## src/gd_pkg.sv

```systemverilog
// constants, register map and types of the gate drive block
//
// Behaviour
// - four input modes, chosen by field or strap; only six-input is decoded, other modes keep gates low
// - six-input mode at field 00b or strap high
// - six-input decode: one side only drives gate
// - overcurrent filter 1/2/4/8 us, fixed 4 us
// - retry wait 8 ms or 50 us, fixed 8 ms
// - detect faults, drive fault pin, record details
// - state machine inserts dead time, guards shorts
// - settings by registers, or straps on hardware
`default_nettype none

package gd_pkg;

  // ****************************************************************
  // clock and timing
  // ****************************************************************
  localparam int CLK_PERIOD_NS  = 100;
  localparam int FILT_T0_US     = 1;
  localparam int FILT_T1_US     = 2;
  localparam int FILT_T2_US     = 4;
  localparam int FILT_T3_US     = 8;
  localparam int RETRY_LONG_MS  = 8;
  localparam int RETRY_SHORT_US = 50;
  localparam int DEAD_NS        = 200;
  // least times round up to whole cycles
  localparam int FILT_CYC0  = (FILT_T0_US * 1000 + CLK_PERIOD_NS - 1) / CLK_PERIOD_NS;
  localparam int FILT_CYC1  = (FILT_T1_US * 1000 + CLK_PERIOD_NS - 1) / CLK_PERIOD_NS;
  localparam int FILT_CYC2  = (FILT_T2_US * 1000 + CLK_PERIOD_NS - 1) / CLK_PERIOD_NS;
  localparam int FILT_CYC3  = (FILT_T3_US * 1000 + CLK_PERIOD_NS - 1) / CLK_PERIOD_NS;
  localparam int RETRY_LONG_CYC  = (RETRY_LONG_MS * 1000000 + CLK_PERIOD_NS - 1) / CLK_PERIOD_NS;
  localparam int RETRY_SHORT_CYC = (RETRY_SHORT_US * 1000 + CLK_PERIOD_NS - 1) / CLK_PERIOD_NS;
  localparam int DEAD_CYC        = (DEAD_NS + CLK_PERIOD_NS - 1) / CLK_PERIOD_NS;
  localparam int CNT_W           = 17;

  // ****************************************************************
  // register map (byte addresses)
  // ****************************************************************
  localparam int         ADDR_W       = 8;
  localparam logic [7:0] CTRL_OFS     = 8'h00;
  localparam logic [7:0] STATUS_OFS   = 8'h04;
  localparam logic [7:0] MASK_OFS     = 8'h08;
  localparam logic [7:0] LIVE_OFS     = 8'h0C;
  // control fields
  localparam int         CTRL_MODE_LSB  = 0;
  localparam int         CTRL_FILT_LSB  = 2;
  localparam int         CTRL_RETRY_BIT = 4;
  localparam int         CTRL_W         = 5;
  localparam logic [4:0] CTRL_RST       = 5'h00;
  localparam logic [1:0] MODE_SIX       = 2'h0;
  // fault bits, shared by status, mask and live registers
  localparam int         NFLT         = 6;
  localparam int         FLT_LOCKOUT  = 0;
  localparam int         FLT_GATE_SUPPLY_UNDERVOLTAGE     = 1;
  localparam int         FLT_OC       = 2;
  localparam int         FLT_GSHORT   = 3;
  localparam int         FLT_TSD      = 4;
  localparam int         FLT_TWARN    = 5;
  localparam logic [5:0] FLT_RST      = 6'h00;
  localparam logic [5:0] MASK_RST     = 6'h00;
  localparam logic [1:0] RESP_OKAY    = 2'h0;
  localparam logic [1:0] RESP_SLVERR  = 2'h2;

  // ****************************************************************
  // state types
  // ****************************************************************
  typedef enum logic [1:0] {
    PH_OFF  = 2'b00,
    PH_DEAD = 2'b01,
    PH_HIGH = 2'b10,
    PH_LOW  = 2'b11
  } gd_phase_type;

  typedef enum logic [0:0] {
    OC_WATCH = 1'b0,
    OC_RETRY = 1'b1
  } gd_oc_type;

endpackage : gd_pkg

`default_nettype wire

```

## src/gd_phase_if.sv

```systemverilog
// interface between the top control and one half-bridge sequencer
`default_nettype none

interface gd_phase_if;
  logic want_high;   // decoded request for high gate
  logic want_low;    // decoded request for low gate
  logic kill;        // force both gates off
  logic gate_high;   // sequenced high gate
  logic gate_low;    // sequenced low gate
  logic floating;    // phase node left floating

  modport ctrl  (output want_high, output want_low, output kill,
                 input gate_high, input gate_low, input floating);
  modport phase (input want_high, input want_low, input kill,
                 output gate_high, output gate_low, output floating);
endinterface : gd_phase_if

`default_nettype wire

```

## src/gd_ocp.sv

```systemverilog
// overcurrent filter and retry timer
`default_nettype none

module gd_ocp
  import gd_pkg::*;
(
  input  wire logic              aclk,
  input  wire logic              aresetn,
  input  wire logic              oc_in,
  input  wire logic [CNT_W-1:0]  filt_cyc,
  input  wire logic [CNT_W-1:0]  retry_cyc,
  output logic                   oc_fault,
  output logic                   oc_event
);

  gd_oc_type         state_r, state_nxt;
  logic [CNT_W-1:0]  cnt_r, cnt_nxt;
  logic              ev_r, ev_nxt;

  // ****************************************************************
  // filter then retry; any gap in the condition restarts the filter
  // ****************************************************************
  always_comb begin
    state_nxt = state_r;
    cnt_nxt   = cnt_r;
    ev_nxt    = 1'b0;
    unique case (state_r)
      OC_WATCH: begin
        if (!oc_in) begin
          cnt_nxt = '0;  // short excursion ignored
        end else if (cnt_r + 1'b1 >= filt_cyc) begin
          state_nxt = OC_RETRY;
          cnt_nxt   = '0;
          ev_nxt    = 1'b1;
        end else begin
          cnt_nxt = cnt_r + 1'b1;
        end
      end
      OC_RETRY: begin
        // gates held off for the retry wait, then watch again
        if (cnt_r + 1'b1 >= retry_cyc) begin
          state_nxt = OC_WATCH;
          cnt_nxt   = '0;
        end else begin
          cnt_nxt = cnt_r + 1'b1;
        end
      end
    endcase
  end

  always_ff @(posedge aclk) begin
    if (!aresetn) begin
      state_r <= OC_WATCH;
      cnt_r   <= '0;
      ev_r    <= 1'b0;
    end else begin
      state_r <= state_nxt;
      cnt_r   <= cnt_nxt;
      ev_r    <= ev_nxt;
    end
  end

  assign oc_fault = (state_r == OC_RETRY);
  assign oc_event = ev_r;

endmodule : gd_ocp

`default_nettype wire

```

## src/gd_phase.sv

```systemverilog
// one half-bridge sequencer with dead time between the two gates
`default_nettype none

module gd_phase
  import gd_pkg::*;
#(
  parameter int DEAD = DEAD_CYC
) (
  input  wire logic   aclk,
  input  wire logic   aresetn,
  gd_phase_if.phase   ph
);

  gd_phase_type      state_r, state_nxt;
  logic [7:0]        cnt_r, cnt_nxt;
  logic              gh_r, gh_nxt, gl_r, gl_nxt, fl_r, fl_nxt;

  // ****************************************************************
  // sequencer: a conducting gate always passes through dead time
  // ****************************************************************
  always_comb begin
    state_nxt = state_r;
    cnt_nxt   = cnt_r;
    unique case (state_r)
      PH_OFF: begin
        if (!ph.kill && ph.want_high && !ph.want_low) begin
          state_nxt = PH_HIGH;
        end else if (!ph.kill && ph.want_low && !ph.want_high) begin
          state_nxt = PH_LOW;
        end
      end
      PH_DEAD: begin
        // both gates low until the count runs out
        if (cnt_r == 8'h00) begin
          state_nxt = PH_OFF;
        end else begin
          cnt_nxt = cnt_r - 8'h01;
        end
      end
      PH_HIGH: begin
        if (ph.kill || !ph.want_high || ph.want_low) begin
          state_nxt = PH_DEAD;
          cnt_nxt   = 8'(DEAD - 1);
        end
      end
      PH_LOW: begin
        if (ph.kill || !ph.want_low || ph.want_high) begin
          state_nxt = PH_DEAD;
          cnt_nxt   = 8'(DEAD - 1);
        end
      end
    endcase
    gh_nxt = (state_nxt == PH_HIGH);
    gl_nxt = (state_nxt == PH_LOW);
    fl_nxt = !gh_nxt && !gl_nxt;  // neither gate on leaves the node floating
  end

  always_ff @(posedge aclk) begin
    if (!aresetn) begin
      state_r <= PH_OFF;
      cnt_r   <= 8'h00;
      gh_r    <= 1'b0;
      gl_r    <= 1'b0;
      fl_r    <= 1'b1;
    end else begin
      state_r <= state_nxt;
      cnt_r   <= cnt_nxt;
      gh_r    <= gh_nxt;
      gl_r    <= gl_nxt;
      fl_r    <= fl_nxt;
    end
  end

  assign ph.gate_high = gh_r;
  assign ph.gate_low  = gl_r;
  assign ph.floating  = fl_r;

endmodule : gd_phase

`default_nettype wire

```

## src/gd_top.sv

```systemverilog
// gate drive control: input decode, dead time, fault timing and register slave
//
// Chosen here: the address map and register access over AXI4-Lite.
`default_nettype none

module gd_top
  import gd_pkg::*;
#(
  parameter int NPH        = 3,
  parameter int RETRY_LONG = RETRY_LONG_CYC,
  parameter int RETRY_SHRT = RETRY_SHORT_CYC
) (
  input  wire logic              aclk,
  input  wire logic              aresetn,
  // axi4-lite slave
  input  wire logic [ADDR_W-1:0] s_axi_awaddr,
  input  wire logic              s_axi_awvalid,
  output logic                   s_axi_awready,
  input  wire logic [31:0]       s_axi_wdata,
  input  wire logic [3:0]        s_axi_wstrb,
  input  wire logic              s_axi_wvalid,
  output logic                   s_axi_wready,
  output logic [1:0]             s_axi_bresp,
  output logic                   s_axi_bvalid,
  input  wire logic              s_axi_bready,
  input  wire logic [ADDR_W-1:0] s_axi_araddr,
  input  wire logic              s_axi_arvalid,
  output logic                   s_axi_arready,
  output logic [31:0]            s_axi_rdata,
  output logic [1:0]             s_axi_rresp,
  output logic                   s_axi_rvalid,
  input  wire logic              s_axi_rready,
  // straps, caught once after reset release
  input  wire logic              hw_variant_strap,
  input  wire logic              mode_strap_agnd,
  // pwm inputs from the controller
  input  wire logic [NPH-1:0]    high_side_input,
  input  wire logic [NPH-1:0]    low_side_input,
  // fault monitors
  input  wire logic              supply_lockout,
  input  wire logic              gate_supply_undervoltage,
  input  wire logic [NPH-1:0]    overcurrent_in,
  input  wire logic [NPH-1:0]    gate_short_detect,
  input  wire logic              thermal_shutdown,
  input  wire logic              thermal_warning,
  // outputs
  output logic [NPH-1:0]         high_gate_out,
  output logic [NPH-1:0]         low_gate_out,
  output logic [NPH-1:0]         phase_node_float,
  output logic                   fault_out_n,
  output logic                   irq
);

  // ****************************************************************
  // state
  // ****************************************************************
  logic                 strap_done_r, strap_done_nxt;
  logic                 hw_r, hw_nxt;
  logic                 strap6_r, strap6_nxt;
  logic [CTRL_W-1:0]    ctrl_r, ctrl_nxt;
  logic [NFLT-1:0]      status_r, status_nxt;
  logic [NFLT-1:0]      mask_r, mask_nxt;
  logic                 aw_full_r, aw_full_nxt;
  logic [ADDR_W-1:0]    awaddr_r, awaddr_nxt;
  logic                 w_full_r, w_full_nxt;
  logic [31:0]          wdata_r, wdata_nxt;
  logic                 wstrb0_r, wstrb0_nxt;
  logic                 awready_r, awready_nxt;
  logic                 wready_r, wready_nxt;
  logic                 bvalid_r, bvalid_nxt;
  logic [1:0]           bresp_r, bresp_nxt;
  logic                 arready_r, arready_nxt;
  logic                 rvalid_r, rvalid_nxt;
  logic [1:0]           rresp_r, rresp_nxt;
  logic [31:0]          rdata_r, rdata_nxt;
  logic                 fault_n_r, fault_n_nxt;
  logic                 irq_r, irq_nxt;

  // combinational helpers
  logic                 six_mode;
  logic [1:0]           filt_sel;
  logic                 retry_sel;
  logic [CNT_W-1:0]     filt_cyc, retry_cyc;
  logic                 oc_fault, oc_event;
  logic [NFLT-1:0]      live;
  logic                 shutdown;
  logic                 do_write;
  logic [NFLT-1:0]      w1c;

  gd_phase_if ph_if [NPH] ();

  // ****************************************************************
  // mode and timing selection
  // ****************************************************************
  // serial variant uses register fields, hardware variant the straps
  assign six_mode  = hw_r ? strap6_r
                          : (ctrl_r[CTRL_MODE_LSB +: 2] == MODE_SIX);
  assign filt_sel  = ctrl_r[CTRL_FILT_LSB +: 2];
  assign retry_sel = ctrl_r[CTRL_RETRY_BIT];

  // filter time per select code, fixed 4 us on hardware variant
  always_comb begin
    unique case (hw_r ? 2'h2 : filt_sel)
      2'h0: filt_cyc = CNT_W'(FILT_CYC0);
      2'h1: filt_cyc = CNT_W'(FILT_CYC1);
      2'h2: filt_cyc = CNT_W'(FILT_CYC2);
      2'h3: filt_cyc = CNT_W'(FILT_CYC3);
    endcase
  end

  // long wait unless the serial variant selects the short one
  assign retry_cyc = (!hw_r && retry_sel) ? CNT_W'(RETRY_SHRT)
                                          : CNT_W'(RETRY_LONG);

  // ****************************************************************
  // fault detection
  // ****************************************************************
  gd_ocp u_ocp (
    .aclk      (aclk),
    .aresetn   (aresetn),
    .oc_in     (|overcurrent_in),
    .filt_cyc  (filt_cyc),
    .retry_cyc (retry_cyc),
    .oc_fault  (oc_fault),
    .oc_event  (oc_event)
  );

  // live view of each fault condition
  always_comb begin
    live              = '0;
    live[FLT_LOCKOUT] = supply_lockout;
    live[FLT_GATE_SUPPLY_UNDERVOLTAGE]    = gate_supply_undervoltage;
    live[FLT_OC]      = oc_fault | oc_event;
    live[FLT_GSHORT]  = |gate_short_detect;
    live[FLT_TSD]     = thermal_shutdown;
    live[FLT_TWARN]   = thermal_warning;
  end

  // warning only reports; every other fault turns the gates off
  assign shutdown = |live[FLT_TSD:FLT_LOCKOUT];

  // ****************************************************************
  // half-bridge sequencers
  // ****************************************************************
  // other modes are not decoded: gates stay low
  generate
    for (genvar p = 0; p < NPH; p++) begin : g_ph
      assign ph_if[p].want_high = six_mode && high_side_input[p];
      assign ph_if[p].want_low  = six_mode && low_side_input[p];
      assign ph_if[p].kill      = shutdown || !strap_done_r;
      gd_phase u_phase (
        .aclk    (aclk),
        .aresetn (aresetn),
        .ph      (ph_if[p].phase)
      );
      assign high_gate_out[p]    = ph_if[p].gate_high;
      assign low_gate_out[p]     = ph_if[p].gate_low;
      assign phase_node_float[p] = ph_if[p].floating;
    end
  endgenerate

  // ****************************************************************
  // bus decode helpers
  // ****************************************************************
  assign do_write = aw_full_r && w_full_r && !bvalid_r;
  assign w1c      = (do_write && wstrb0_r && awaddr_r == STATUS_OFS)
                    ? wdata_r[NFLT-1:0] : '0;

  // ****************************************************************
  // next state of straps, registers and bus
  // ****************************************************************
  always_comb begin
    strap_done_nxt = 1'b1;
    hw_nxt         = hw_r;
    strap6_nxt     = strap6_r;
    // straps are sampled in the first cycle after reset release
    if (!strap_done_r) begin
      hw_nxt     = hw_variant_strap;
      strap6_nxt = mode_strap_agnd;
    end
    ctrl_nxt    = ctrl_r;
    mask_nxt    = mask_r;
    // a fault present in the clearing cycle stays recorded
    status_nxt  = (status_r & ~w1c) | live;
    aw_full_nxt = aw_full_r;
    awaddr_nxt  = awaddr_r;
    w_full_nxt  = w_full_r;
    wdata_nxt   = wdata_r;
    wstrb0_nxt  = wstrb0_r;
    bvalid_nxt  = bvalid_r;
    bresp_nxt   = bresp_r;
    rvalid_nxt  = rvalid_r;
    rresp_nxt   = rresp_r;
    rdata_nxt   = rdata_r;
    // address and data are taken independently, in either order
    if (s_axi_awvalid && awready_r) begin
      aw_full_nxt = 1'b1;
      awaddr_nxt  = s_axi_awaddr;
    end
    if (s_axi_wvalid && wready_r) begin
      w_full_nxt = 1'b1;
      wdata_nxt  = s_axi_wdata;
      wstrb0_nxt = s_axi_wstrb[0];
    end
    if (s_axi_bvalid && s_axi_bready) begin
      bvalid_nxt = 1'b0;
    end
    // write once both halves are held; only byte lane 0 carries fields
    if (do_write) begin
      aw_full_nxt = 1'b0;
      w_full_nxt  = 1'b0;
      bvalid_nxt  = 1'b1;
      bresp_nxt   = RESP_OKAY;
      unique case (awaddr_r)
        CTRL_OFS:   if (wstrb0_r) ctrl_nxt = wdata_r[CTRL_W-1:0];
        MASK_OFS:   if (wstrb0_r) mask_nxt = wdata_r[NFLT-1:0];
        STATUS_OFS: ;
        LIVE_OFS:   ;
        default:    bresp_nxt = RESP_SLVERR;
      endcase
    end
    if (s_axi_rvalid && s_axi_rready) begin
      rvalid_nxt = 1'b0;
    end
    // reads answer one cycle after the address is taken
    if (s_axi_arvalid && arready_r) begin
      rvalid_nxt = 1'b1;
      rresp_nxt  = RESP_OKAY;
      rdata_nxt  = 32'h0000_0000;
      unique case (s_axi_araddr)
        CTRL_OFS:   rdata_nxt[CTRL_W-1:0] = ctrl_r;
        STATUS_OFS: rdata_nxt[NFLT-1:0]   = status_r;
        MASK_OFS:   rdata_nxt[NFLT-1:0]   = mask_r;
        LIVE_OFS:   rdata_nxt[NFLT-1:0]   = live;
        default:    rresp_nxt             = RESP_SLVERR;
      endcase
    end
    awready_nxt = !aw_full_nxt;
    wready_nxt  = !w_full_nxt;
    arready_nxt = !rvalid_nxt;
    // pin pulls low for any live fault, warning included
    fault_n_nxt = !(|live);
    irq_nxt     = |(status_nxt & mask_nxt);
  end

  // ****************************************************************
  // registers
  // ****************************************************************
  always_ff @(posedge aclk) begin
    if (!aresetn) begin
      strap_done_r <= 1'b0;
      hw_r         <= 1'b0;
      strap6_r     <= 1'b0;
      ctrl_r       <= CTRL_RST;
      status_r     <= FLT_RST;
      mask_r       <= MASK_RST;
      aw_full_r    <= 1'b0;
      awaddr_r     <= '0;
      w_full_r     <= 1'b0;
      wdata_r      <= 32'h0000_0000;
      wstrb0_r     <= 1'b0;
      awready_r    <= 1'b0;
      wready_r     <= 1'b0;
      bvalid_r     <= 1'b0;
      bresp_r      <= RESP_OKAY;
      arready_r    <= 1'b0;
      rvalid_r     <= 1'b0;
      rresp_r      <= RESP_OKAY;
      rdata_r      <= 32'h0000_0000;
      fault_n_r    <= 1'b1;
      irq_r        <= 1'b0;
    end else begin
      strap_done_r <= strap_done_nxt;
      hw_r         <= hw_nxt;
      strap6_r     <= strap6_nxt;
      ctrl_r       <= ctrl_nxt;
      status_r     <= status_nxt;
      mask_r       <= mask_nxt;
      aw_full_r    <= aw_full_nxt;
      awaddr_r     <= awaddr_nxt;
      w_full_r     <= w_full_nxt;
      wdata_r      <= wdata_nxt;
      wstrb0_r     <= wstrb0_nxt;
      awready_r    <= awready_nxt;
      wready_r     <= wready_nxt;
      bvalid_r     <= bvalid_nxt;
      bresp_r      <= bresp_nxt;
      arready_r    <= arready_nxt;
      rvalid_r     <= rvalid_nxt;
      rresp_r      <= rresp_nxt;
      rdata_r      <= rdata_nxt;
      fault_n_r    <= fault_n_nxt;
      irq_r        <= irq_nxt;
    end
  end

  // ****************************************************************
  // outputs
  // ****************************************************************
  assign s_axi_awready = awready_r;
  assign s_axi_wready  = wready_r;
  assign s_axi_bvalid  = bvalid_r;
  assign s_axi_bresp   = bresp_r;
  assign s_axi_arready = arready_r;
  assign s_axi_rvalid  = rvalid_r;
  assign s_axi_rresp   = rresp_r;
  assign s_axi_rdata   = rdata_r;
  assign fault_out_n   = fault_n_r;
  assign irq           = irq_r;

endmodule : gd_top

`default_nettype wire

```

## config.mk

```make
export PLATFORM = sky130hd
export DESIGN_NAME = gd_top
export DESIGN_NICKNAME = d
export VERILOG_FILES = /design/src/gd_pkg.sv /design/src/gd_phase_if.sv /design/src/gd_ocp.sv /design/src/gd_phase.sv /design/src/gd_top.sv
export SDC_FILE = /design/constraint.sdc
export NUM_CORES = 1
export LEC_CHECK = 0
export ABC_AREA = 1
export BUFFER_PORTS_ARGS = -buffer_cell sky130_fd_sc_hd__buf_4
export CORE_UTILIZATION = 35
export DETAILED_ROUTE_END_ITERATION = 10
export GPL_ROUTABILITY_DRIVEN = 0
export GPL_TIMING_DRIVEN = 0
export PLACE_DENSITY = 0.6
export SLEW_MARGIN = 25
export SYNTH_ARGS = -nofsm -noshare
export SYNTH_HDL_FRONTEND = slang
export SYNTH_SLANG_ARGS = --single-unit
```

## constraint.sdc

```tcl
create_clock -name aclk -period 6.1 [get_ports aclk]
set_input_delay 0.61 -clock aclk [delete_from_list [all_inputs] [get_ports aclk]]
set_output_delay 0.61 -clock aclk [all_outputs]
set_load 0.01 [all_outputs]
```

# Word level (Yosys, flattened, before mapping)
# Index checks and enable logic that the tools add are counted.
# totals
inputBits	77
ramBits	0
romBits	0
out_inout_bits	52
latch_bits	0
memories	0
register_bits	112
# op_classes
bitwise	7
shifts	0
n_mux	59
multipliers	0
n_addsub	4
n_reduce_logical	90
eq_ne	33
n_div	0
order_cmp	2
# ops
op	count
$mux W8	9
$pmux W8 S3	3
$mux W17	4
$pmux W17 S4	1
$logic_not A8 Y1	5
$mux W2	18
$ge A17 B17 Y1	2
$pmux W17 S2	1
$eq A8 B4 Y1 const B	4
$logic_and A1 B1 Y1	31
$eq A2 B2 Y1 const B	14
$mux W6	4
$pmux W2 S4	3
$sub A8 B1 Y8 const B	3
$logic_not A1 Y1	20
$pmux W5 S4	1
$add A17 B1 Y17 const B	1
$eq A8 B3 Y1 const B	2
$logic_or A1 B1 Y1	13
$mux W1	13
$and A6 B6 Y6	2
$ne A2 B1 Y1 const B	6
$reduce_and A4 Y1	3
$logic_not A2 Y1	5
17 further kinds	27

# Longest topological paths before layout
# Gate-level depths: netlist of the first run.
# depth
ltp_word	12
ltp_mapped	19
depth_no_buf	18

# Modules after synthesis
# Synthesis of the first run repeated with hierarchy kept, for this count alone.
# hier_totals
cells_unflattened	1072
hier_area_um2	7359.6
# by_module_without_submodules
mod	cells_each	area_each_um2	n_inst	seq_area_each_um2
gd_top	384	2727.6	1	1041.0
gd_phase	130	898.4	3	260.2
gd_ocp	298	1936.9	1	380.4

# Worst setup path before layout of the first run
# No wires, ideal clock.
# synth_timing
path_type	flip-flop to flip-flop
startpoint	register u_ocp.cnt_r[0]
endpoint	register u_ocp.cnt_r[10]
path_buffers	1
path_stages_with_launch	20
setup_slack_ns	3.445
arrival_ns	2.539
required_time_ns	5.983
setup_ns	0.117
cell_sequence	dfxtp_1 > ha_1 > nand2_1 > nor2_2 > nand2_1 > nor2_1 > or2_2 > nand2_1 > inv_1 > ha_1 > nand2_1 > nor3_1 > nand3_1 > nor2_1 > nand3_1 > nor2_1 > nor2_2 > nand3_4 > buf_6 > a21oi_2
# synth_between
elab_chain_cells	5
# synth_lines
element	line_no	text
start, declared	gd_ocp.sv:17	logic [CNT_W-1:0] cnt_r, cnt_nxt;
start signal, assigned	gd_ocp.sv:58	cnt_r <= cnt_nxt;
$add A17 B1 Y17 (*)	n/a	
$ge A17 B17 Y1	gd_ocp.sv:31	end else if (cnt_r + 1'b1 >= filt_cyc) begin
$mux W17	gd_ocp.sv:31	
$mux W17	gd_ocp.sv:29	if (!oc_in) begin
$pmux W17 S2 (*)	gd_ocp.sv:27	unique case (state_r)
# Every way passes the cells marked *; elsewhere a longest branch is shown, timed or not.
# A chain may end at the register's enable or synchronous reset.

# Worst setup path in the final report of the first run
# layout_timing
startpoint	register u_ocp.cnt_r[0]
endpoint	register u_ocp.cnt_r[13]
# Same word-level chain as after synthesis.

==> results of run 1 <==
kinds of logic (layout without fill, tap and decap cells):
group / Yosys count / count (layout) / synth area share (%)
compound gates: 149 / 149 / 13.90
xor+xnor: 21 / 21 / 3.198
fa+ha+maj: 18 / 18 / 3.762
buf+inv: 166 / 253 / 13.00
flops: 110 / 110 / 36.78
other cells: 1 / 28 / 0.06264
simple gates: 405 / 405 / 29.30
metal layers:
layer  routed length [um]  global-route usage, %
met5                    0                      0
met4                  193                  5.747
met3                  593                  2.490
met2                 6485                  27.08
met1                 7299                  23.56
state kept, by name, indices dropped and copies added (netlist names), 3 cells and up:
| register | cells |
|---|---|
| ctrl_r | 5 |
| g_ph.u_phase.ph.floating | 3 |
| mask_r | 6 |
| g_ph.u_phase.state_r | 6 |
| g_ph.u_phase.ph.gate_low | 3 |
| g_ph.u_phase.ph.gate_high | 3 |
| status_r | 6 |
| awaddr_r | 8 |
| u_ocp.cnt_r | 17 |
| s_axi_rdata | 6 |
| wdata_r | 6 |
| g_ph.u_phase.cnt_r | 24 |
cell type report:
type | instances | area share [%]
multi-input cells | 621 | 43.32
flip-flops and latches | 110 | 30.69
repair buffers | 71 | 7.429
inverters | 110 | 5.755
plain buffers | 56 | 5.092
well taps | 220 | 3.837
clock buffers | 12 | 3.436
clock inverters | 4 | 0.4360
where the power goes:
| part | total (mW) | internal [mW] | switching (mW) | leakage, nW |
|---|---|---|---|---|
| clock | 0.568 | 0.291 | 0.277 | 0.131 |
| combinational | 0.136 | 0.0591 | 0.0766 | 2.38 |
| sequential | 0.746 | 0.735 | 0.0109 | 0.894 |
how the worst max path moves through the flow:
stage,startpoint,slack (ns),cells past startpoint,to
3_5_place_dp,u_ocp.cnt_r[0]$_SDFF_PN0_,2.79,19,u_ocp.cnt_r[13]$_SDFF_PN0_
6_report,u_ocp.cnt_r[0]$_SDFF_PN0_,2.82,19,u_ocp.cnt_r[13]$_SDFF_PN0_
3_3_place_gp,u_ocp.cnt_r[0]$_SDFF_PN0_,2.82,19,u_ocp.cnt_r[10]$_SDFF_PN0_
2_1_floorplan,u_ocp.cnt_r[0]$_SDFF_PN0_,3.44,19,u_ocp.cnt_r[10]$_SDFF_PN0_
5_1_grt,u_ocp.cnt_r[0]$_SDFF_PN0_,2.38,19,u_ocp.cnt_r[13]$_SDFF_PN0_
4_1_cts,u_ocp.cnt_r[0]$_SDFF_PN0_,2.77,19,u_ocp.cnt_r[13]$_SDFF_PN0_
through the flow:
stage | total power, mW | area (um2)
final | 1.450 | 7174
after floorplan | 0.8438 | 6088
after CTS | 1.463 | 7174
after detailed placement | 0.8997 | 6897
after global placement | 0.8981 | 6897
after global routing | 1.510 | 7174
cell usage in the layout (no fill, tap or decap), types with 11 or more instances in the layout:
| cell type | n |
|---|---|
| inv_1 | 105 |
| buf_4 | 108 |
| dfxtp_1 | 110 |
| nand2_1 | 174 |
| nand4_1 | 19 |
| nor2_1 | 117 |
| xor2_1 | 13 |
| nor2_2 | 11 |
| nand3_1 | 52 |
| a21oi_1 | 64 |
| conb_1 | 28 |
| clkbuf_1 | 17 |
| ha_1 | 18 |
| o21ai_0 | 56 |
critical path, cell delays in order (launching register included):
cell	delay, ns
dfxtp_1	0.52
ha_1	0.23
nand2_1	0.11
nor2_2	0.23
nand2_1	0.16
nor2_1	0.20
nand2_1	0.07
nand2_1	0.09
inv_1	0.06
ha_1	0.29
nand2_1	0.10
nor3_1	0.20
nand3_1	0.10
nor2_1	0.12
nand3_1	0.08
nor2_1	0.14
nor2_2	0.07
nand3_4	0.13
buf_6	0.19
a21oi_2	0.07
==> results by group, run 1 <==
CTS
  – TritonCTS clock tree: yes
  – CTS resizes: 0
  – CTS H-tree lvls: 3
  – Clock transition at the registers of the reported paths: 0.07 ns
  – Post-CTS Setup Bufs: 0
  – Clk buf depth: 2
  – Hold Buf Count CTS: 0
  – Clk_lat worst skew: 0.35 ns
  – Root cell of the clock tree: clkbuf_16
  – Total CTS buffers: 9
  – CTS sink count: 110

Setup path
  – CP arrival: 3.52 ns
  – Worst EP required: 6.34 ns
  – Type of the worst setup path: flop to flop
  – Worst r2r dst: u_ocp.cnt_r[13]$_SDFF_PN0_
  – Reg2Reg Setup Slack: 2.82 ns
  – Critical Path Sink Type: flop
  – Crit path max fanout: 10
  – Worst setup SP type: flop
  – Worst R2R Start: u_ocp.cnt_r[0]$_SDFF_PN0_
  – R2R depth: 19

STA
  – Final min period: 3.284 ns
  – Setup violators final: 0
  – Hold Vio Cnt, Final: 0
  – Final worst setup slack: 2.816 ns
  – Achievable Freq: 0.3045 GHz
  – RSZ-0062 raised after global routing: no
  – Final Skew: 0.006183 ns
  – Max-slew violation count: 0
  – Setup TNS Final: 0 ns
  – Worst-margin pin slew: 0.9284 ns
  – WHS: 0.4118 ns
  – Tcrit/Tclk final: 53.83%
  – Worst slew margin: 37.45%

Final layout
  – Area grow syn2layout: 19.83%
  – Final Core Density: 43.11%
  – Fin cells: 1204
  – Diodes inserted: 0
  – Share of cells above drive strength 1: 16.77%
  – Reg area: 0.002202 mm2
  – Layout Nets: 1074
  – Multi-input gate area: 0.003108 mm2
  – Filler cells: 1756

Synthesis
  – Post-Syn Area: 0.005987 mm2
  – Primary FF master, synth: dfxtp_1
  – Post-Syn Area per Cell: 6.882 um2
  – Number of flops mapped to enable cells by yosys: 0
  – Synth top area cells: dfxtp_1 (37%), nand2_1 (11%), nor2_1 (7.3%)
  – Top post-synthesis cells by count: nand2_1 (174), nor2_1 (117), dfxtp_1 (110)
  – Netlist cell types: 42
  – Ys async rst share: 0%
  – Gate Count Post-Synth: 870
  – Post-synthesis sequential area ratio: 36.78%
  – Largest area contributor in the netlist: dfxtp_1
  – Yosys Warn Count: 0
  – Flops & latches, synth: 110
  – Top-area cell type share of the netlist area: 36.78%
  – Count leader, synth: nand2_1

Die
  – I/O pin cnt: 129
  – Die ar.: 0.01763 mm2
  – Core Footprint: 0.01664 mm2
  – Die Ht: 132.8 um
  – # rows: 47
  – Initial Utilization: 35.97%
  – Die width: 132.8 um

Power
  – Max VDD drop: 0.1464 mV
  – Pwr Density: 202.1 mW/mm2
  – Static leakage: 3.401 nW

Place
  – Worst slack, placed: 2.791 ns
  – I/O Buffers: 71
  – Inst Count DP: 1188
  – Post-DP HPWL: 11160 um

Status
  – Status: complete, no violations

Run
  – Max-cap violations: 0

Route
  – Vias per cell: 4.498
  – Post-Route WL: 14570 um
  – Post-route ant nets: 0
  – Wire length per cell: 12.10 um
  – First-pass iteration count of the detailed router: 7
  – DR iter-0 viols: 351
  – Via Count: 5415
  – DRC Markers: 0

Global route
  – Antenna violations before repair: 0
  – Total GRT Usage: 17.06%
  – Vias in the first global route: 4775
  – First-pass GRT wire length: 23690 um
  – Largest net degree at the start of global routing: 18
  – GRT overflow: 0

Worst hold path
  – Hold path cells: 1
  – Hold WC Path Type: input pin to flop
  – Hold path endpoint: strap_done_r$_DFF_P_
  – Hold Path Origin: aresetn
Note: power is estimated with default switching activity, not from simulation.
==> inputs of run 2 (changes only) <==
--- a/config.mk
+++ b/config.mk
@@ -5,13 +5,13 @@
 export SDC_FILE = /design/constraint.sdc
 export NUM_CORES = 1
 export LEC_CHECK = 0
-export ABC_AREA = 1
+export ABC_AREA = 0
 export BUFFER_PORTS_ARGS = -buffer_cell sky130_fd_sc_hd__buf_4
 export CORE_UTILIZATION = 35
 export DETAILED_ROUTE_END_ITERATION = 10
 export GPL_ROUTABILITY_DRIVEN = 0
 export GPL_TIMING_DRIVEN = 0
-export PLACE_DENSITY = 0.6
+export PLACE_DENSITY = 0.63
 export SLEW_MARGIN = 25
 export SYNTH_ARGS = -nofsm -noshare
 export SYNTH_HDL_FRONTEND = slang
==> constraint.sdc (replaced) <==
create_clock -name aclk -period 2.7 [get_ports aclk]
set_input_delay 0.27 -clock aclk [delete_from_list [all_inputs] [get_ports aclk]]
set_output_delay 0.27 -clock aclk [all_outputs]
set_load 0.01 [all_outputs]
==> run 2 against run 1 <==
Critical path depth is 8 lower. Synthesized cell count shrank 21%. Via count is 2.9% lower. Final area rose by 4.8%. Sequential share of layout area down 1.2 points. Clock power rose by 140%. Core utilization rose by 2.4 points. Final cell count fell by 14%. Combinational power grew to 4.1 times the previous value. Non-clock buffer count grew 17.
==> results by group, run 2 <==
CTS
  – Root cell of the clock tree: clkbuf_16 (unchanged)
  – CTS H-tree lvls: 3 (unchanged)
  – Clk buf depth: 2 (unchanged)
  – TritonCTS clock tree: yes (unchanged)
  – Clk_lat worst skew: 0.37 ns (was 0.35 ns)
  – Clock transition at the registers of the reported paths: 0.08 ns (was 0.07 ns)
  – CTS sink count: 110 (unchanged)
  – Total CTS buffers: 9 (unchanged)

Final layout
  – Largest register FFs: 24 (unchanged)
  – Reg with most FFs: g_ph.u_phase.cnt_r (unchanged)
  – Multi-input gate area: 0.003575 mm2 (was 0.003108 mm2)
  – Commonest non-fill, non-tap cell in the layout: buf_4 (was nand2_1)
  – Top flop regs: g_ph.u_phase.cnt_r: 24 flops, u_ocp.cnt_r: 17 flops, awaddr_r: 8 flops (unchanged)
  – Area grow syn2layout: 27.35% (was 19.83%)
  – Filler cells: 1608 (was 1756)
  – Share of cells above drive strength 1: 26.20% (was 16.77%)
  – Fin cells: 1033 (was 1204)
  – Commonest non-fill, non-tap cells in the layout: buf_4 (113), dfxtp_1 (102), nor2_1 (73), a21oi_1 (52), nand2_1 (50) (was nand2_1 (174), nor2_1 (117), dfxtp_1 (110), buf_4 (108), inv_1 (105))
  – Reg area: 0.002220 mm2 (was 0.002202 mm2)
  – Diodes inserted: 0 (unchanged)
  – Layout Nets: 903 (was 1074)

STA
  – Worst-margin pin slew: 0.6811 ns (was 0.9284 ns)
  – Tcrit/Tclk final: 97.11% (was 53.83%)
  – Hold Vio Cnt, Final: 0 (unchanged)
  – Achievable Freq: 0.3814 GHz (was 0.3045 GHz)
  – Final min period: 2.622 ns (was 3.284 ns)
  – Worst slew margin: 54.18% (was 37.45%)
  – Setup violators final: 0 (unchanged)
  – Final Skew: 0.01205 ns (was 0.006183 ns)
  – Final worst setup slack: 0.07798 ns (was 2.816 ns)
  – WHS: 0.09179 ns (was 0.4118 ns)
  – RSZ-0062 raised after global routing: yes (was no)
  – Max-slew violation count: 0 (unchanged)

Die
  – Initial Utilization: 35.75% (was 35.97%)
  – Die Ht: 131.9 um (was 132.8 um)
  – I/O pin cnt: 129 (unchanged)
  – Core Footprint: 0.01652 mm2 (was 0.01664 mm2)
  – Die ar.: 0.01740 mm2 (was 0.01763 mm2)
  – # rows: 47 (unchanged)
  – Die width: 131.9 um (was 132.8 um)

Power
  – Max VDD drop: 0.2675 mV (was 0.1464 mV)
  – Pwr Density: 487.9 mW/mm2 (was 202.1 mW/mm2)
  – Static leakage: 3.046 nW (was 3.401 nW)

Route
  – Post-Route WL: 15160 um (was 14570 um)
  – DRC Markers: 0 (unchanged)
  – Via Count: 5260 (was 5415)
  – First-pass iteration count of the detailed router: 4 (was 7)
  – Post-route ant nets: 0 (unchanged)
  – Vias per cell: 5.092 (was 4.498)
  – Wire length per cell: 14.67 um (was 12.10 um)
  – DR iter-0 viols: 283 (was 351)

Setup path
  – Critical Path Sink Type: flop (unchanged)
  – CP arrival: 2.89 ns (was 3.52 ns)
  – Worst setup SP type: flop (unchanged)
  – Crit path max fanout: 6 (was 10)
  – Worst EP required: 2.96 ns (was 6.34 ns)
  – Type of the worst setup path: flop to flop (unchanged)

Global route
  – GRT overflow: 0 (unchanged)
  – First-pass GRT wire length: 24160 um (was 23690 um)
  – Total GRT Usage: 17.35% (was 17.06%)
  – Vias in the first global route: 4771 (was 4775)
  – Largest net degree at the start of global routing: 22 (was 18)
  – Antenna violations before repair: 0 (unchanged)

Synthesis
  – Synth top area cells: dfxtp_1 (37%), nor2_1 (4.9%), buf_4 (4.8%) (was dfxtp_1 (37%), nand2_1 (11%), nor2_1 (7.3%))
  – Flops & latches, synth: 110 (unchanged)
  – Netlist cell types: 78 (was 42)
  – Count leader, synth: dfxtp_1 (was nand2_1)
  – Post-Syn Area per Cell: 8.548 um2 (was 6.882 um2)
  – Top post-synthesis cells by count: dfxtp_1 (110), nor2_1 (77), a21oi_1 (53) (was nand2_1 (174), nor2_1 (117), dfxtp_1 (110))
  – Top-area cell type share of the netlist area: 37.28% (was 36.78%)
  – Gate Count Post-Synth: 691 (was 870)
  – Largest area contributor in the netlist: dfxtp_1 (unchanged)
  – Number of flops mapped to enable cells by yosys: 0 (unchanged)
  – Ys async rst share: 0% (unchanged)
  – Post-synthesis sequential area ratio: 37.28% (was 36.78%)
  – Yosys Warn Count: 0 (unchanged)
  – Primary FF master, synth: dfxtp_1 (unchanged)
  – Post-Syn Area: 0.005907 mm2 (was 0.005987 mm2)

Place
  – I/O Buffers: 67 (was 71)
  – Post-DP HPWL: 10840 um (was 11160 um)
  – Inst Count DP: 1006 (was 1188)
  – Worst slack, placed: -0.8360 ns (was 2.791 ns)

Run
  – Max-cap violations: 0 (unchanged)

Status
  – Status: complete, no violations (unchanged)

Worst hold path
  – Hold WC Path Type: input pin to flop (unchanged)
## run 2: cell types whose count changed after synthesis, moves of 9 or more
cell,change
nor2_2,-10
mux2i_1,+15
a21oi_1,-11
nor2_1,-40
a211oi_1,+12
nand2_1,-123
nor4_1,+10
a21oi_2,-9
nand2_2,-9
o21ai_0,-43
nand3_1,-23
inv_1,-73
o211ai_1,+14
## run 2: final timing paths
kind / slack [ns] / end / from / cells after the start
worst min-delay path: 0.09 / strap_done_r$_DFF_P_ / aresetn / 1
worst max register to register: 0.08 / u_ocp.cnt_r[0]$_SDFF_PN0_ / u_ocp.cnt_r[0]$_SDFF_PN0_ / 11
worst max-delay path: 0.08 / u_ocp.cnt_r[0]$_SDFF_PN0_ / u_ocp.cnt_r[0]$_SDFF_PN0_ / 11
worst min register to register: 0.46 / awaddr_r[1]$_SDFFE_PN0P_ / awaddr_r[1]$_SDFFE_PN0P_ / 2
## run 2: layout make-up
type | instances | share of cell area, %
inverters | 32 | 1.597
clock inverters | 7 | 1.015
flip-flops and latches | 110 | 29.51
repair buffers | 79 | 8.001
plain buffers | 65 | 5.705
multi-input cells | 511 | 47.52
well taps | 220 | 3.659
clock buffers | 9 | 2.994
## run 2: timing repair
item,4_1_cts,5_1_grt
gates cloned,0,1
endpoints found under the setup margin,19,28
hold buffers,0,0
resized for setup,18,48
pin swaps,5,11
setup buffers,5,6
## run 2: critical path, stage by stage, from the launching register on
cell and delay (ns):
dfxtp_4 0.40, ha_4 0.19, nand4_4 0.20, nor4_4 0.23, xor2_2 0.27, ha_4 0.26, nand2_1 0.06, a221oi_1 0.05
a311oi_2 0.34, o31ai_4 0.14, buf_6 0.17, o311ai_2 0.21
## run 2: logic make-up (layout without fill, tap and decap cells)
family / Yosys count / after routing / synth area share [%]
AND/OR/NAND/NOR: 262 / 263 / 23.41
XOR/XNOR: 26 / 26 / 3.982
buffers and inverters: 98 / 192 / 8.896
AO/OA/AOI/OAI: 154 / 154 / 17.75
multiplexers: 21 / 21 / 4.639
other: 1 / 28 / 0.06348
adder cells (fa/ha/maj): 19 / 19 / 3.982
flip-flops: 110 / 110 / 37.28
## run 2: through the flow
stage               utilization (%)  cell area [um2]  TNS [ns]  power (mW)
global placement              41.22             6812    -12.14       2.276
detailed placement            41.29             6823    -11.74       2.281
floorplan                         -             6033         0       2.112
CTS                           43.88             7251  -0.04161       3.646
global route                  45.52             7522   -0.2488       3.816
finish                        45.52             7522         0       3.670
## run 2: per-layer routing
metal  share of wire [%]  vias to the layer above  global-route usage [%]
met5                   0                        -                       0
met4                 1.8                        0                   6.460
met3                 5.5                       19                   2.884
met2                  45                      152                   26.66
met1                  48                     2407                   24.32
li1                    -                     2682                       -
## run 2: report_power, final
group          leakage, nW  internal (mW)  switching [mW]  total [mW]
clock                0.140          0.656           0.694        1.35
sequential           0.897           1.69          0.0716        1.76
combinational         2.01          0.259           0.299       0.558
total                 3.05           2.61            1.06        3.67
==> inputs of run 3 (changes only) <==
--- a/config.mk
+++ b/config.mk
@@ -7,12 +7,14 @@
 export LEC_CHECK = 0
 export ABC_AREA = 0
 export BUFFER_PORTS_ARGS = -buffer_cell sky130_fd_sc_hd__buf_4
+export CORE_MARGIN = 8
 export CORE_UTILIZATION = 35
 export DETAILED_ROUTE_END_ITERATION = 10
 export GPL_ROUTABILITY_DRIVEN = 0
 export GPL_TIMING_DRIVEN = 0
-export PLACE_DENSITY = 0.63
+export PLACE_DENSITY = 0.62
 export SLEW_MARGIN = 25
 export SYNTH_ARGS = -nofsm -noshare
 export SYNTH_HDL_FRONTEND = slang
+export SYNTH_HIERARCHICAL = 1
 export SYNTH_SLANG_ARGS = --single-unit
==> run 3 against run 2 <==
The run now ends with setup timing left. Critical path depth increased by 3. Core utilization decreased by 1.9 points. Synthesized cell count increased by 10%. Sequential share of layout area decreased by 2.4 points. Critical path type unchanged.
==> results by group, run 3 <==
CTS
  – CTS H-tree lvls: 3 (unchanged)
  – Clock transition at the registers of the reported paths: 0.08 ns (about the same)
  – CTS sink count: 110 (unchanged)
  – Clk_lat worst skew: 0.36 ns (was 0.37 ns)
  – Clk buf depth: 2 (unchanged)
  – Root cell of the clock tree: clkbuf_16 (unchanged)
  – TritonCTS clock tree: yes (unchanged)
  – Total CTS buffers: 9 (unchanged)

Synthesis
  – Ys async rst share: 0% (unchanged)
  – Number of flops mapped to enable cells by yosys: 0 (unchanged)
  – Post-synthesis sequential area ratio: 33.01% (was 37.28%)
  – Top-area cell type share of the netlist area: 33.01% (was 37.28%)
  – Yosys Warn Count: 6 (was 0)
  – Count leader, synth: dfxtp_1 (unchanged)
  – Primary FF master, synth: dfxtp_1 (unchanged)
  – Gate Count Post-Synth: 760 (was 691)
  – Post-Syn Area per Cell: 8.777 um2 (was 8.548 um2)
  – Synth top area cells: dfxtp_1 (33%), ha_1 (9.4%), buf_4 (4.5%) (was dfxtp_1 (37%), nor2_1 (4.9%), buf_4 (4.8%))
  – Post-Syn Area: 0.006670 mm2 (was 0.005907 mm2)
  – Largest area contributor in the netlist: dfxtp_1 (unchanged)
  – Top post-synthesis cells by count: dfxtp_1 (110), inv_1 (70), nand2_1 (56) (was dfxtp_1 (110), nor2_1 (77), a21oi_1 (53))
  – Flops & latches, synth: 110 (unchanged)
  – Netlist cell types: 67 (was 78)

Final layout
  – Reg with most FFs: g_ph.u_phase/cnt_r (was g_ph.u_phase.cnt_r)
  – Commonest non-fill, non-tap cells in the layout: buf_4 (115), dfxtp_1 (103), inv_1 (68), nand2_1 (55), conb_1 (47) (was buf_4 (113), dfxtp_1 (102), nor2_1 (73), a21oi_1 (52), nand2_1 (50))
  – Commonest non-fill, non-tap cell in the layout: buf_4 (unchanged)
  – Area grow syn2layout: 22.45% (was 27.35%)
  – Share of cells above drive strength 1: 22.85% (was 26.20%)
  – Largest register FFs: 24 (unchanged)
  – Layout Nets: 1019 (was 903)
  – Top flop regs: g_ph.u_phase/cnt_r: 24 flops, u_ocp/cnt_r: 17 flops, awaddr_r: 8 flops (was g_ph.u_phase.cnt_r: 24 flops, u_ocp.cnt_r: 17 flops, awaddr_r: 8 flops)
  – Fin cells: 1132 (was 1033)

STA
  – Final worst setup slack: -0.2029 ns (was 0.07798 ns)
  – Worst slew margin: 47.95% (was 54.18%)
  – WHS: 0.1343 ns (was 0.09179 ns)
  – Worst-margin pin slew: 0.7743 ns (was 0.6811 ns)
  – Achievable Freq: 0.3445 GHz (was 0.3814 GHz)
  – RSZ-0062 raised after global routing: yes (unchanged)
  – Setup violators final: 19 (was 0)
  – Hold Vio Cnt, Final: 0 (unchanged)
  – Tcrit/Tclk final: 107.5% (was 97.11%)
  – Max-slew violation count: 0 (unchanged)
  – Final Skew: 0.01102 ns (was 0.01205 ns)
  – Final min period: 2.903 ns (was 2.622 ns)

Die
  – Die ar.: 0.02373 mm2 (was 0.01740 mm2)
  – Die width: 154.1 um (was 131.9 um)
  – Initial Utilization: 35.66% (was 35.75%)
  – Core Footprint: 0.01871 mm2 (was 0.01652 mm2)
  – Die Ht: 154.1 um (was 131.9 um)
  – I/O pin cnt: 129 (unchanged)
  – # rows: 50 (was 47)

Route
  – Vias per cell: 4.910 (was 5.092)
  – DRC Markers: 0 (unchanged)
  – Post-route ant nets: 0 (unchanged)
  – Post-Route WL: 15480 um (was 15160 um)
  – Wire length per cell: 13.68 um (was 14.67 um)
  – DR iter-0 viols: 311 (was 283)
  – First-pass iteration count of the detailed router: 5 (was 4)
  – Via Count: 5558 (was 5260)

Place
  – I/O Buffers: 67 (unchanged)
  – Post-DP HPWL: 11920 um (was 10840 um)
  – Inst Count DP: 1106 (was 1006)
  – Worst slack, placed: -0.4384 ns (was -0.8360 ns)

Setup path
  – Crit-path max cell delay: 0.33 ns (was 0.40 ns)
  – Crit path max fanout: 10 (was 6)
  – Crit-path cells: and3_4, nand4_1, buf_4, nor3_4, xnor2_2, inv_2, ha_4, nand4_1, nor2_1, a221o_1, a211oi_2, a22oi_2, buf_6, nor2_1 (was ha_4, nand4_4, nor4_4, xor2_2, ha_4, nand2_1, a221oi_1, a311oi_2, o31ai_4, buf_6, o311ai_2)
  – Worst setup SP type: flop (unchanged)
  – Worst EP required: 2.95 ns (was 2.96 ns)
  – CP arrival: 3.15 ns (was 2.89 ns)
  – Type of the worst setup path: flop to flop (unchanged)
  – Crit-path slowest cell: dfxtp_2 (was dfxtp_4)
  – Critical Path Sink Type: flop (unchanged)

Global route
  – Total GRT Usage: 12.83% (was 17.35%)
  – Antenna violations before repair: 1 (was 0)
  – GRT overflow: 0 (unchanged)
  – Largest net degree at the start of global routing: 22 (unchanged)
  – First-pass GRT wire length: 25490 um (was 24160 um)
  – Vias in the first global route: 5221 (was 4771)

Power
  – Tot Pwr: 3.440 mW (was 3.670 mW)
  – Pwr Density: 421.2 mW/mm2 (was 487.9 mW/mm2)
  – Static leakage: 3.755 nW (was 3.046 nW)
  – Max VDD drop: 0.3439 mV (was 0.2675 mV)

Worst hold path
  – Hold WC Path Type: input pin to flop (unchanged)

Status
  – Failing checks: setup timing
  – Status: complete, but fails checks (was complete, no violations)

Run
  – Max-cap violations: 0 (unchanged)
[run 3: kinds of logic (layout without fill, tap and decap cells)]
kind of cell               Yosys count  count (layout)  synth area share, %
muxes                               22              22                4.258
AOI/OAI and AO/OA                  153             153                17.13
buffers and inverters              135             227                10.37
and+or+nand+nor                    270             270                23.37
DFF                                110             110                33.01
other                                2              48               0.1126
adders and majority gates           50              50                9.379
xor gates and xnor gates            18              18                2.364
[run 3: worst paths after layout]
check                            start                         to  slack (ns)  cells after the start
max reg2reg  u_ocp/cnt_r[6]$_SDFF_PN0_  u_ocp/cnt_r[3]$_SDFF_PN0_       -0.20                     14
min reg2reg   awaddr_r[6]$_SDFFE_PN0P_   awaddr_r[6]$_SDFFE_PN0P_        0.47                      2
min                    thermal_warning     fault_out_n$_SDFF_PN1_        0.13                      2
max          u_ocp/cnt_r[6]$_SDFF_PN0_  u_ocp/cnt_r[3]$_SDFF_PN0_       -0.20                     14
[run 3: per-stage QoR]
stage / util [%] / setup TNS, ns / area, um2
2_1_floorplan: - / 0 / 6855
3_3_place_gp: 40.90 / -6.314 / 7651
3_5_place_dp: 40.90 / -6.370 / 7651
4_1_cts: 43.02 / -2.771 / 8046
5_1_grt: 43.67 / -6.029 / 8168
6_report: 43.67 / -3.364 / 8168
[run 3: layout make-up]
class,instances,area (um2)
Inverter,73,274.0
Clock buffer,9,225.2
Sequential cell,110,2216
Antenna cell,1,2.502
Multi-Input combinational cell,560,4088
Buffer,62,417.9
Tap cell,234,292.8
Fill cell,1844,10540
Timing Repair Buffer,76,574.3
Clock inverter,7,77.57
[run 3: repair_timing]
item / 4_1_cts / 5_1_grt
setup endpoints to repair: 19 / 23
gates resized for setup: 16 / 17
hold buffers: 0 / 0
buffers inserted: 5 / 4
pin swaps: 10 / 3
[run 3: where the power goes]
group,switching (mW),leakage [nW],internal [mW]
Combinational,0.198,2.71,0.194
Sequential,0.0328,0.897,1.66
Clock,0.699,0.144,0.660
Total,0.930,3.75,2.51
[run 3: worst max-delay path: cells and delay by family, from the launching register on]
family | cells | cell delay, ns
AOI/OAI and AO/OA | 3 | 0.49
xor gates and xnor gates | 1 | 0.18
adders and majority gates | 1 | 0.28
DFF | 1 | 0.33
buffers and inverters | 3 | 0.50
and+or+nand+nor | 6 | 1.00
[run 3: per-layer routing]
| layer | GRT usage [%] | share of wire [%] | vias up |
|---|---|---|---|
| met4 | 4.900 | 1.3 | 0 |
| met2 | 21.10 | 47 | 107 |
| met5 | 0 | 0 | - |
| met3 | 2.719 | 4.2 | 15 |
| met1 | 16.13 | 47 | 2564 |
| li1 | - | - | 2872 |
